--- src/hw/ddc_pkg.sv ---
// Purpose: Shared constants and types for the memory controller clocking block
// Assumes: One fast clock at the double data rate; slower rates are enable pulses
// Notes:   Every width, count and code used by more than one file lives here
package ddc_pkg;

  // ==========================================================================
  // Clock division
  // ==========================================================================
  localparam int unsigned DDC_MEM_DIV        = 2;      // Double-rate to memory clock ratio
  localparam int unsigned DDC_BUS_DIV        = 3;      // Double-rate cycles per bus clock edge
  localparam int unsigned DDC_CLK_PERIOD_NS  = 100;    // Clock period of i_clock

  // ==========================================================================
  // Supported memory envelope
  // ==========================================================================
  localparam int unsigned DDC_ADDR_W         = 28;     // 256 Mbyte byte address space
  localparam logic [2:0]  DDC_CAS_MIN        = 3'h2;   // Least CAS latency
  localparam logic [2:0]  DDC_CAS_MAX        = 3'h5;   // Largest CAS latency
  localparam logic [3:0]  DDC_COL_BASE       = 4'h8;   // Page code 0 means 256 columns
  localparam logic [2:0]  DDC_BYTES_WIDE     = 3'h4;   // 32-bit data bus
  localparam logic [2:0]  DDC_BYTES_NARROW   = 3'h2;   // 16-bit data bus

  // ==========================================================================
  // Command queue between the two rates
  // ==========================================================================
  localparam int unsigned DDC_Q_AW           = 2;      // Entry index width
  localparam int unsigned DDC_Q_DEPTH        = 4;      // Entries in the command queue
  localparam int unsigned DDC_PTR_W          = 3;      // Pointer width with wrap bit
  localparam int unsigned DDC_ENTRY_W        = 29;     // Write flag plus byte address
  localparam int unsigned DDC_RATE_W         = 8;      // Refresh interval counter width
  localparam int unsigned DDC_BACKLOG_W      = 4;      // Refresh backlog counter width

  localparam logic [DDC_PTR_W-1:0]     DDC_PTR_ZERO = 3'h0;
  localparam logic [DDC_PTR_W-1:0]     DDC_PTR_ONE  = 3'h1;
  localparam logic [DDC_RATE_W-1:0]    DDC_RATE_ONE = 8'h01;
  localparam logic [DDC_BACKLOG_W-1:0] DDC_BL_ONE   = 4'h1;

  // Memory side operating states
  typedef enum logic [1:0] {
    DDC_ST_RUN  = 2'b00,                               // Normal command service
    DDC_ST_STOP = 2'b01,                               // Clocks stopped, entered only with the queue drained
    DDC_ST_SELF = 2'b10                                // Memory refreshes itself
  } ddc_state_type;

endpackage

--- src/hw/ddc_ram_if.sv ---
// Purpose: Carrier between the clocking top and its command queue storage
// Assumes: Both ends run on the one i_clock
// Notes:   Write side belongs to bus-rate logic, read side to memory-rate logic
`timescale 1ns/10ps

interface ddc_ram_if;
  import ddc_pkg::*;
  logic                   wr_en;    // Store one entry
  logic [DDC_Q_AW-1:0]    wr_addr;  // Entry to store
  logic [DDC_ENTRY_W-1:0] wr_data;  // Entry contents
  logic                   rd_en;    // Fetch one entry
  logic [DDC_Q_AW-1:0]    rd_addr;  // Entry to fetch
  logic [DDC_ENTRY_W-1:0] rd_data;  // Registered fetch result

  modport ctrl (output wr_en, wr_addr, wr_data, rd_en, rd_addr, input rd_data);
  modport ram  (input wr_en, wr_addr, wr_data, rd_en, rd_addr, output rd_data);
endinterface

--- src/hw/ddc_clocking.sv ---
// Purpose: Clocking core of a DDR2 controller: memory clock, two rates, queue
// Assumes: i_clock is the double-rate clock; i_bus_tick marks bus clock edges
// Notes:   Both rates are enables of i_clock, crossing still uses gray pointers
`timescale 1ns/10ps

module ddc_clocking
  import ddc_pkg::*;
(
  input  wire logic                     i_clock,          // Double-rate clock
  input  wire logic                     i_reset,          // Asynchronous reset
  input  wire logic                     i_bus_tick,       // One pulse per bus clock edge
  input  wire logic                     i_cmd_valid,      // Bus command offered
  input  wire logic                     i_cmd_write,      // Bus command is a write
  input  wire logic [DDC_ADDR_W-1:0]    i_cmd_addr,       // Bus byte address
  input  wire logic [2:0]               i_cfg_cas,        // CAS latency in memory cycles
  input  wire logic [1:0]               i_cfg_banks,      // Log2 of internal banks
  input  wire logic [1:0]               i_cfg_page,       // Page code, 0 is 256 columns
  input  wire logic                     i_cfg_narrow,     // High for 16-bit data bus
  input  wire logic [DDC_RATE_W-1:0]    i_refresh_rate,   // Memory cycles per refresh, minus one
  input  wire logic [DDC_BACKLOG_W-1:0] i_backlog_max,    // Backlog that forces refresh
  input  wire logic                     i_self_refresh,   // Request self refresh
  input  wire logic                     i_clock_stop_req, // Request clock stop
  output logic                          o_mem_clk,        // Memory clock, true phase
  output logic                          o_mem_clk_n,      // Memory clock, inverted
  output logic                          o_mem_tick,       // Memory clock rising pulse
  output logic                          o_cmd_ready,      // Queue can take a command
  output logic                          o_mem_cmd_valid,  // Command to memory sequencer
  output logic                          o_mem_cmd_write,  // That command is a write
  output logic [DDC_ADDR_W-1:0]         o_mem_cmd_addr,   // That command's address
  output logic                          o_refresh_pulse,  // Issue one refresh
  output logic [DDC_BACKLOG_W-1:0]      o_backlog,        // Owed refreshes
  output logic                          o_self_refresh,   // Memory in self refresh
  output logic                          o_clock_stop_ack, // Clocks may now stop
  output logic                          o_cfg_error,      // Unsupported CAS setting
  output logic [3:0]                    o_col_bits,       // Column address bits
  output logic [1:0]                    o_bank_bits,      // Bank address bits
  output logic [2:0]                    o_bus_bytes,      // Bytes per memory word
  output logic                          o_odt,            // Termination control
  output logic                          o_dqs_diff_en     // Differential strobe enable
);

  // ==========================================================================
  // Helpers
  // ==========================================================================
  // Binary to gray, used for both queue pointers
  function automatic logic [DDC_PTR_W-1:0] to_gray(input logic [DDC_PTR_W-1:0] b);
    to_gray = b ^ (b >> 1);
  endfunction

  // Supported CAS latency check
  function automatic logic cas_ok(input logic [2:0] cas);
    cas_ok = (cas >= DDC_CAS_MIN) && (cas <= DDC_CAS_MAX);
  endfunction

  // ==========================================================================
  // State
  // ==========================================================================
  typedef struct packed {
    logic                     mclk;      // Memory clock level
    ddc_state_type            state;     // Memory side state
    logic [DDC_PTR_W-1:0]     wptr;      // Bus side write pointer
    logic [DDC_PTR_W-1:0]     wgray;     // Gray copy of write pointer
    logic [DDC_PTR_W-1:0]     rg_s1;     // Read pointer, first sync stage
    logic [DDC_PTR_W-1:0]     rg_s2;     // Read pointer, second sync stage
    logic [DDC_PTR_W-1:0]     rptr;      // Memory side read pointer
    logic [DDC_PTR_W-1:0]     rgray;     // Gray copy of read pointer
    logic [DDC_PTR_W-1:0]     wg_s1;     // Write pointer, first sync stage
    logic [DDC_PTR_W-1:0]     wg_s2;     // Write pointer, second sync stage
    logic                     rd_pend;   // Fetch in flight
    logic                     cmd_vld;   // Command pulse
    logic                     cmd_wr;    // Command direction
    logic [DDC_ADDR_W-1:0]    cmd_addr;  // Command address
    logic [DDC_RATE_W-1:0]    ref_cnt;   // Cycles since last refresh slot
    logic [DDC_BACKLOG_W-1:0] backlog;   // Owed refreshes
    logic                     ref_pls;   // Refresh pulse
    logic                     cfg_err;   // Registered CAS check
    logic [3:0]               col_bits;  // Registered column width
    logic [1:0]               bank_bits; // Registered bank width
    logic [2:0]               bytes;     // Registered bus width
  } ddc_core_type;

  ddc_core_type r;                       // Current state
  ddc_core_type r_nxt;                   // Next state

  ddc_ram_if ram ();                     // Queue storage link

  logic tick;                            // Memory clock domain enable
  logic q_full;                          // Bus side full view
  logic q_empty;                         // Memory side empty view
  logic bl_full;                         // Backlog at its cap
  logic take;                            // Bus command accepted

  // Memory domain ticks on each rising memory clock, not while stopped
  assign tick    = !r.mclk && (r.state != DDC_ST_STOP);
  // Full compares against the synchronized read pointer only
  assign q_full  = (r.wgray == {~r.rg_s2[DDC_PTR_W-1:DDC_Q_AW-1],
                                r.rg_s2[DDC_Q_AW-2:0]});
  assign q_empty = (r.rgray == r.wg_s2);
  assign bl_full = (r.backlog >= i_backlog_max) && (i_backlog_max != '0);
  assign take    = i_bus_tick && i_cmd_valid && !q_full;

  // Queue storage ports
  assign ram.wr_en   = take;
  assign ram.wr_addr = r.wptr[DDC_Q_AW-1:0];
  assign ram.wr_data = {i_cmd_write, i_cmd_addr};
  assign ram.rd_en   = tick && (r.state == DDC_ST_RUN) && !q_empty && !r.rd_pend
                       && !bl_full && !i_clock_stop_req;
  assign ram.rd_addr = r.rptr[DDC_Q_AW-1:0];

  ddc_cmd_ram u_ram (
    .i_clock (i_clock),
    .i_reset (i_reset),
    .ram     (ram.ram)
  );

  // ==========================================================================
  // Next state
  // ==========================================================================
  always_comb begin
    r_nxt         = r;
    r_nxt.cmd_vld = 1'b0;
    r_nxt.ref_pls = 1'b0;
    // Memory clock halves i_clock; it parks low while stopped
    r_nxt.mclk    = (r.state == DDC_ST_STOP) ? 1'b0 : ~r.mclk;
    // Pointer synchronizers: stage one feeds stage two only
    r_nxt.rg_s1   = r.rgray;
    r_nxt.rg_s2   = r.rg_s1;
    r_nxt.wg_s1   = r.wgray;
    r_nxt.wg_s2   = r.wg_s1;
    // Bus side write pointer moves on bus ticks only
    if (take) begin
      r_nxt.wptr  = r.wptr + DDC_PTR_ONE;
      r_nxt.wgray = to_gray(r.wptr + DDC_PTR_ONE);
    end
    // Fetched entry becomes a one-cycle command pulse
    if (r.rd_pend) begin
      r_nxt.rd_pend  = 1'b0;
      r_nxt.cmd_vld  = 1'b1;
      r_nxt.cmd_wr   = ram.rd_data[DDC_ENTRY_W-1];
      r_nxt.cmd_addr = ram.rd_data[DDC_ADDR_W-1:0];
    end
    if (tick) begin
      // Settings are sampled in the memory domain
      r_nxt.cfg_err   = !cas_ok(i_cfg_cas);
      r_nxt.col_bits  = DDC_COL_BASE + {2'h0, i_cfg_page};
      r_nxt.bank_bits = i_cfg_banks;
      r_nxt.bytes     = i_cfg_narrow ? DDC_BYTES_NARROW : DDC_BYTES_WIDE;
    end
    if (ram.rd_en) begin
      r_nxt.rd_pend = 1'b1;
      r_nxt.rptr    = r.rptr + DDC_PTR_ONE;
      r_nxt.rgray   = to_gray(r.rptr + DDC_PTR_ONE);
    end
    case (r.state)
      DDC_ST_RUN: begin
        if (tick) begin
          // Interval counter adds one owed refresh per period
          if (r.ref_cnt >= i_refresh_rate) begin
            r_nxt.ref_cnt = '0;
            if (r.backlog != '1) begin
              r_nxt.backlog = r.backlog + DDC_BL_ONE;
            end
          end else begin
            r_nxt.ref_cnt = r.ref_cnt + DDC_RATE_ONE;
          end
          // Refresh goes out when idle, or first when backlog is capped
          if ((bl_full || (q_empty && !r.rd_pend)) && r.backlog != '0) begin
            r_nxt.ref_pls = 1'b1;
            // Builds on the next value so a slot landing now is not lost
            r_nxt.backlog = r_nxt.backlog - DDC_BL_ONE;
          end
          // Leave only with an empty queue, nothing in flight, no refresh going out
          if (q_empty && !r.rd_pend && !r.cmd_vld && !r_nxt.ref_pls) begin
            if (i_self_refresh) begin
              r_nxt.state   = DDC_ST_SELF;
              r_nxt.backlog = '0;
            end else if (i_clock_stop_req) begin
              r_nxt.state = DDC_ST_STOP;
              // Park low now, so the stopped clock never shows a high phase
              r_nxt.mclk  = 1'b0;
            end
          end
        end
      end
      DDC_ST_STOP: begin
        // No ticks here; resume as soon as the request drops
        if (!i_clock_stop_req) begin
          r_nxt.state = DDC_ST_RUN;
        end
      end
      DDC_ST_SELF: begin
        // Memory keeps its own rows; interval counter restarts on exit
        r_nxt.ref_cnt = '0;
        if (tick && !i_self_refresh) begin
          r_nxt.state = DDC_ST_RUN;
        end
      end
      default: begin
        r_nxt.state = DDC_ST_RUN;
      end
    endcase
  end

  // State register
  always_ff @(posedge i_clock or posedge i_reset) begin
    if (i_reset) begin
      r <= '0;
    end else begin
      r <= r_nxt;
    end
  end

  // ==========================================================================
  // Outputs
  // ==========================================================================
  assign o_mem_clk        = r.mclk;
  assign o_mem_clk_n      = ~r.mclk;
  assign o_mem_tick       = tick;
  assign o_cmd_ready      = !q_full;
  assign o_mem_cmd_valid  = r.cmd_vld;
  assign o_mem_cmd_write  = r.cmd_wr;
  assign o_mem_cmd_addr   = r.cmd_addr;
  assign o_refresh_pulse  = r.ref_pls;
  assign o_backlog        = r.backlog;
  assign o_self_refresh   = (r.state == DDC_ST_SELF);
  assign o_clock_stop_ack = (r.state == DDC_ST_STOP);
  assign o_cfg_error      = r.cfg_err;
  assign o_col_bits       = r.col_bits;
  assign o_bank_bits      = r.bank_bits;
  assign o_bus_bytes      = r.bytes;
  // Termination is absent, so its control never leaves low
  assign o_odt            = 1'b0;
  // Strobes are single ended; DDR2 only, no other memory type decode
  assign o_dqs_diff_en    = 1'b0;
endmodule

--- src/hw/ddc_cmd_ram.sv ---
// Purpose: Storage for the command queue, registered read
// Assumes: Write and read address never collide on one entry in one cycle
// Notes:   Read data appear one cycle after rd_en
`timescale 1ns/10ps

module ddc_cmd_ram
  import ddc_pkg::*;
(
  input  wire logic i_clock,
  input  wire logic i_reset,
  ddc_ram_if.ram    ram
);

  // ==========================================================================
  // Storage state
  // ==========================================================================
  typedef struct packed {
    logic [DDC_Q_DEPTH-1:0][DDC_ENTRY_W-1:0] mem;      // Queue entries
    logic [DDC_ENTRY_W-1:0]                  rd;       // Read data register
  } ddc_ram_state_type;

  ddc_ram_state_type ram_r;                            // Current contents
  ddc_ram_state_type ram_nxt;                          // Next contents

  // Write and fetch
  always_comb begin
    ram_nxt = ram_r;
    if (ram.wr_en) begin
      ram_nxt.mem[ram.wr_addr] = ram.wr_data;
    end
    if (ram.rd_en) begin
      ram_nxt.rd = ram_r.mem[ram.rd_addr];
    end
  end

  // State register
  always_ff @(posedge i_clock or posedge i_reset) begin
    if (i_reset) begin
      ram_r <= '0;
    end else begin
      ram_r <= ram_nxt;
    end
  end

  assign ram.rd_data = ram_r.rd;

endmodule

--- config.mk ---
export PLATFORM = sky130hd
export DESIGN_NAME = ddc_clocking
export DESIGN_NICKNAME = d
export VERILOG_FILES = /design/src/hw/ddc_pkg.sv /design/src/hw/ddc_ram_if.sv /design/src/hw/ddc_clocking.sv /design/src/hw/ddc_cmd_ram.sv
export SDC_FILE = /design/constraint.sdc
export NUM_CORES = 1
export LEC_CHECK = 0
export BUFFER_PORTS_ARGS = -buffer_cell sky130_fd_sc_hd__clkbuf_2
export CAP_MARGIN = 10
export CORE_UTILIZATION = 59
export DETAILED_ROUTE_END_ITERATION = 8
export GPL_TIMING_DRIVEN = 0
export PLACE_DENSITY = 0.82
export SYNTH_ARGS = -nofsm -noshare
export SYNTH_HDL_FRONTEND = slang
export SYNTH_SLANG_ARGS = --single-unit
--- constraint.sdc ---
create_clock -name i_clock -period 10.9 [get_ports i_clock]
set_clock_uncertainty 0.15 [all_clocks]
set_input_delay 2.18 -clock i_clock [delete_from_list [all_inputs] [get_ports i_clock]]
set_output_delay 2.18 -clock i_clock [all_outputs]
set_load 0.02 [all_outputs]
==> results.cfg <==
[timing]
headroom_to_the_max_slew_limit = 0.479
max_freq_mhz = 235
period_share = 0.390
unrepaired_setup_endpoints_after_global_routing = false
timing_worst_slew_pin_value_ns = 0.782
final.min_clock_period_ns = 4.25
finalHoldViolations = 0
holdWs_ns = 0.198
final.setup.tns_ns = 0
final-max-slew-violation-count = 0
finalSetupViolations = 0

[synthesis]
share_of_synthesized_area_spent_on_multiplexers = 0.275
synthXorXnorAreaFrac = 0.0202
synth_cell_types = 51
synth_fa_ha_area_frac = 0.0263
synth.yosys.warnings = 0
synth_area_sq_mm = 0.00998
flop_and_latch_count_out_of_synthesis = 222
ys_async_sr_fraction = 1.00
seq_area_frac_synth = 0.556
largest_family_of_logic_cells_by_synthesized_area = multiplexers
synth-simple-area-share = 0.0362
post_synth_inst_count = 684
syn-mean-instance-area_sq_um = 14.6
synth_top_flop_cell = dfrtp_1
synth-compound-area-share = 0.0279
synth_edf_count = 0

[grt]
antenna_found_initial = 0
grt_use_met1 = 0.298
grt.busiest_layer = met2
grt_use_met2 = 0.425
groute.layer.met3.usage = 0.0388
number_of_global_route_vias_before_repair = 6482
global_route_wire_length_before_repair_um = 32600
grt_start_max_net_pins = 129
global_router_s_overall_resource_usage = 0.237
gr-total-overflow = 0

[routing]
drt_iter0_markers = 306
firstDrtPassIters = 4
route.antenna.remaining_nets = 0
dr_total_vias = 5780
post-route-drc-count = 0
routed_wirelength_um = 19300
dr_vias_cell = 5.50
detail_route.wl_per_cell_um = 18.4

[cts]
cts_setup_buffers = 0
cts.sinks = 222
postCtsHoldBufs = 0
clock_insertion_delay_worst_skew_ns = 0.50
clk_pin_slew_worst_paths_ns = 0.06
cts-htree-levels = 1
cts_made_buffers = 22
post_cts_gate_resize_count = 0
root_buffer = clkbuf_16
cts-root-to-sink-buffers = 3
cts_tree = built

[worst_setup_path]
cp_arrival_ns = 1.92
worstPathRequired_ns = 8.57
critical_path.slowest_cell = dfrtp_1
endpoint_kind = primary output
timing.setup.critical_path_class = reg -> out
worstSetupStartpointType = flop
worstPathCellList = nor2b_1 -> nor2_1 -> buf_1 -> clkbuf_2
worst-path-max-fanout = 10
worst_path_largest_cell_delay_ns = 0.43

[placement]
detailedPlacementHpwl_um = 12800
routabilityCongestion = 0.826
io_buffer_count = 102

[die]
core-area_sq_mm = 0.0165
rows = 47
die_width_um = 132
pin_count = 108
initial_core_util = 0.604
die_height_um = 132
design.die.area_sq_mm = 0.0174

[power]
p_leak_nw = 5.38
pwr_density_cell_mw_per_mm2 = 310
power.ir.vdd_worst_mv = 0.187

[outcome]
outcome = complete, no violations

[layout]
fraction_of_final_layout_cells_sized_beyond_drive_strength_1 = 0.435
leading_cell_types_in_the_layout_fill_and_taps_excluded = dfrtp_1 (222), mux2_2 (120), clkbuf_2 (102)
utilization = 0.703
layout.filler_cells = 1079
n_antenna_cell = 0
layout_commonest_cell = dfrtp_1
synthToLayoutAreaGrowth_pct = 16.3
finalNetCount = 890

[hold_path]
min_path_type = reg -> reg

[job]
maxCapViolations = 0
==> final cells by class <==
type                    count  area (sq um)  share of cell area
clock inverters             9           173              0.0149
well taps                 220           275              0.0237
flip-flops and latches    222          5560               0.478
repair buffers            103           538              0.0463
multi-input cells         371          3860               0.333
inverters                  21          87.6             0.00754
clock buffers              31           626              0.0539
plain buffers              73           497              0.0428
==> critical path: cells and delay by family, from the launching register on <==
kind	cells	cell delay (ns)
AND/OR/NAND/NOR	2	0.32
flip-flops	1	0.43
buffers and inverters	2	0.67
==> where the power goes <==
part / internal [mW] / switching (mW)
clock network: 0.519 / 0.307
logic: 0.735 / 0.587
registers: 1.22 / 0.236
==> metal layers <==
metal / vias up / part of all wire
met2: 144 / 0.53
li1: 2647 / -
met4: 0 / 0.015
met5: - / 0
met1: 2962 / 0.41
met3: 27 / 0.042
==> kinds of logic after synthesis <==
| family | Yosys count |
|---|---|
| xor+xnor | 23 |
| compound gates | 38 |
| buf+inv | 94 |
| other cells | 1 |
| mux | 215 |
| simple gates | 70 |
| flops | 222 |
| fa+ha+maj | 21 |
==> Yosys cell counts, types with 3 or more instances <==
library cell    n  area (sq um)
dfrtp_1       222          5560
mux2_1         63           709
mux2_2        120          1350
buf_6           3          33.8
mux4_2         29           653
a21oi_1         6          30.0
ha_1           21           263
xor2_1          6          52.6
xnor2_1        17           149
o21ai_0        10          50.1
o21ai_1         3          15.0
buf_1           4          15.0
nor2_1         15          56.3
clkbuf_1        4          15.0
buf_4          49           368
a22o_1          4          35.0
nand2b_1        4          25.0
nor3_1          4          20.0
nor2b_1         3          18.8
inv_1          19          71.3
nand3_1         8          40.0
mux2i_1         3          30.0
nand2_1        20          75.1
buf_2          13          65.1
==> through the flow <==
| stage | std cells | power [mW] | instance area, sq um | worst slack (ns) |
|---|---|---|---|---|
| after global placement | 1009 | 2.68 | 10800 | 0.796 |
| after floorplan | 687 | 2.45 | 10000 | 2.49 |
| after global routing | 1050 | 3.82 | 11600 | 6.50 |
| after CTS | 1050 | 3.64 | 11600 | 6.64 |
| final | 1050 | 3.61 | 11600 | 6.65 |
| after detailed placement | 1010 | 2.79 | 10800 | 6.33 |
==> sequential cells by signal (all words and copies together) (netlist names) <==
register / flops
o_mem_cmd_write: 1
u_ram.ram_r: 116
r: 33
o_mem_clk: 1
o_bank_bits: 2
o_mem_cmd_valid: 1
o_refresh_pulse: 1
o_backlog: 4
u_ram.ram.rd_data: 29
o_bus_bytes: 2
o_cfg_error: 1
o_col_bits: 3
o_mem_cmd_addr: 28
==> worst paths after layout <==
kind,startpoint,to,slack (ns),cells past startpoint
worst min register to register,r[71],r[68],0.20,0
worst min-delay path,r[71],r[68],0.20,0
min in group asynchronous,i_reset,o_bank_bits[1],1.63,2
worst max register to register,o_backlog[0],u_ram.ram.rd_data[13],8.18,9
max in group asynchronous,i_reset,u_ram.ram_r[57],7.96,3
worst max-delay path,r[78],o_mem_tick,6.65,4
No activity file was read; power rests on OpenSTA's default activity.
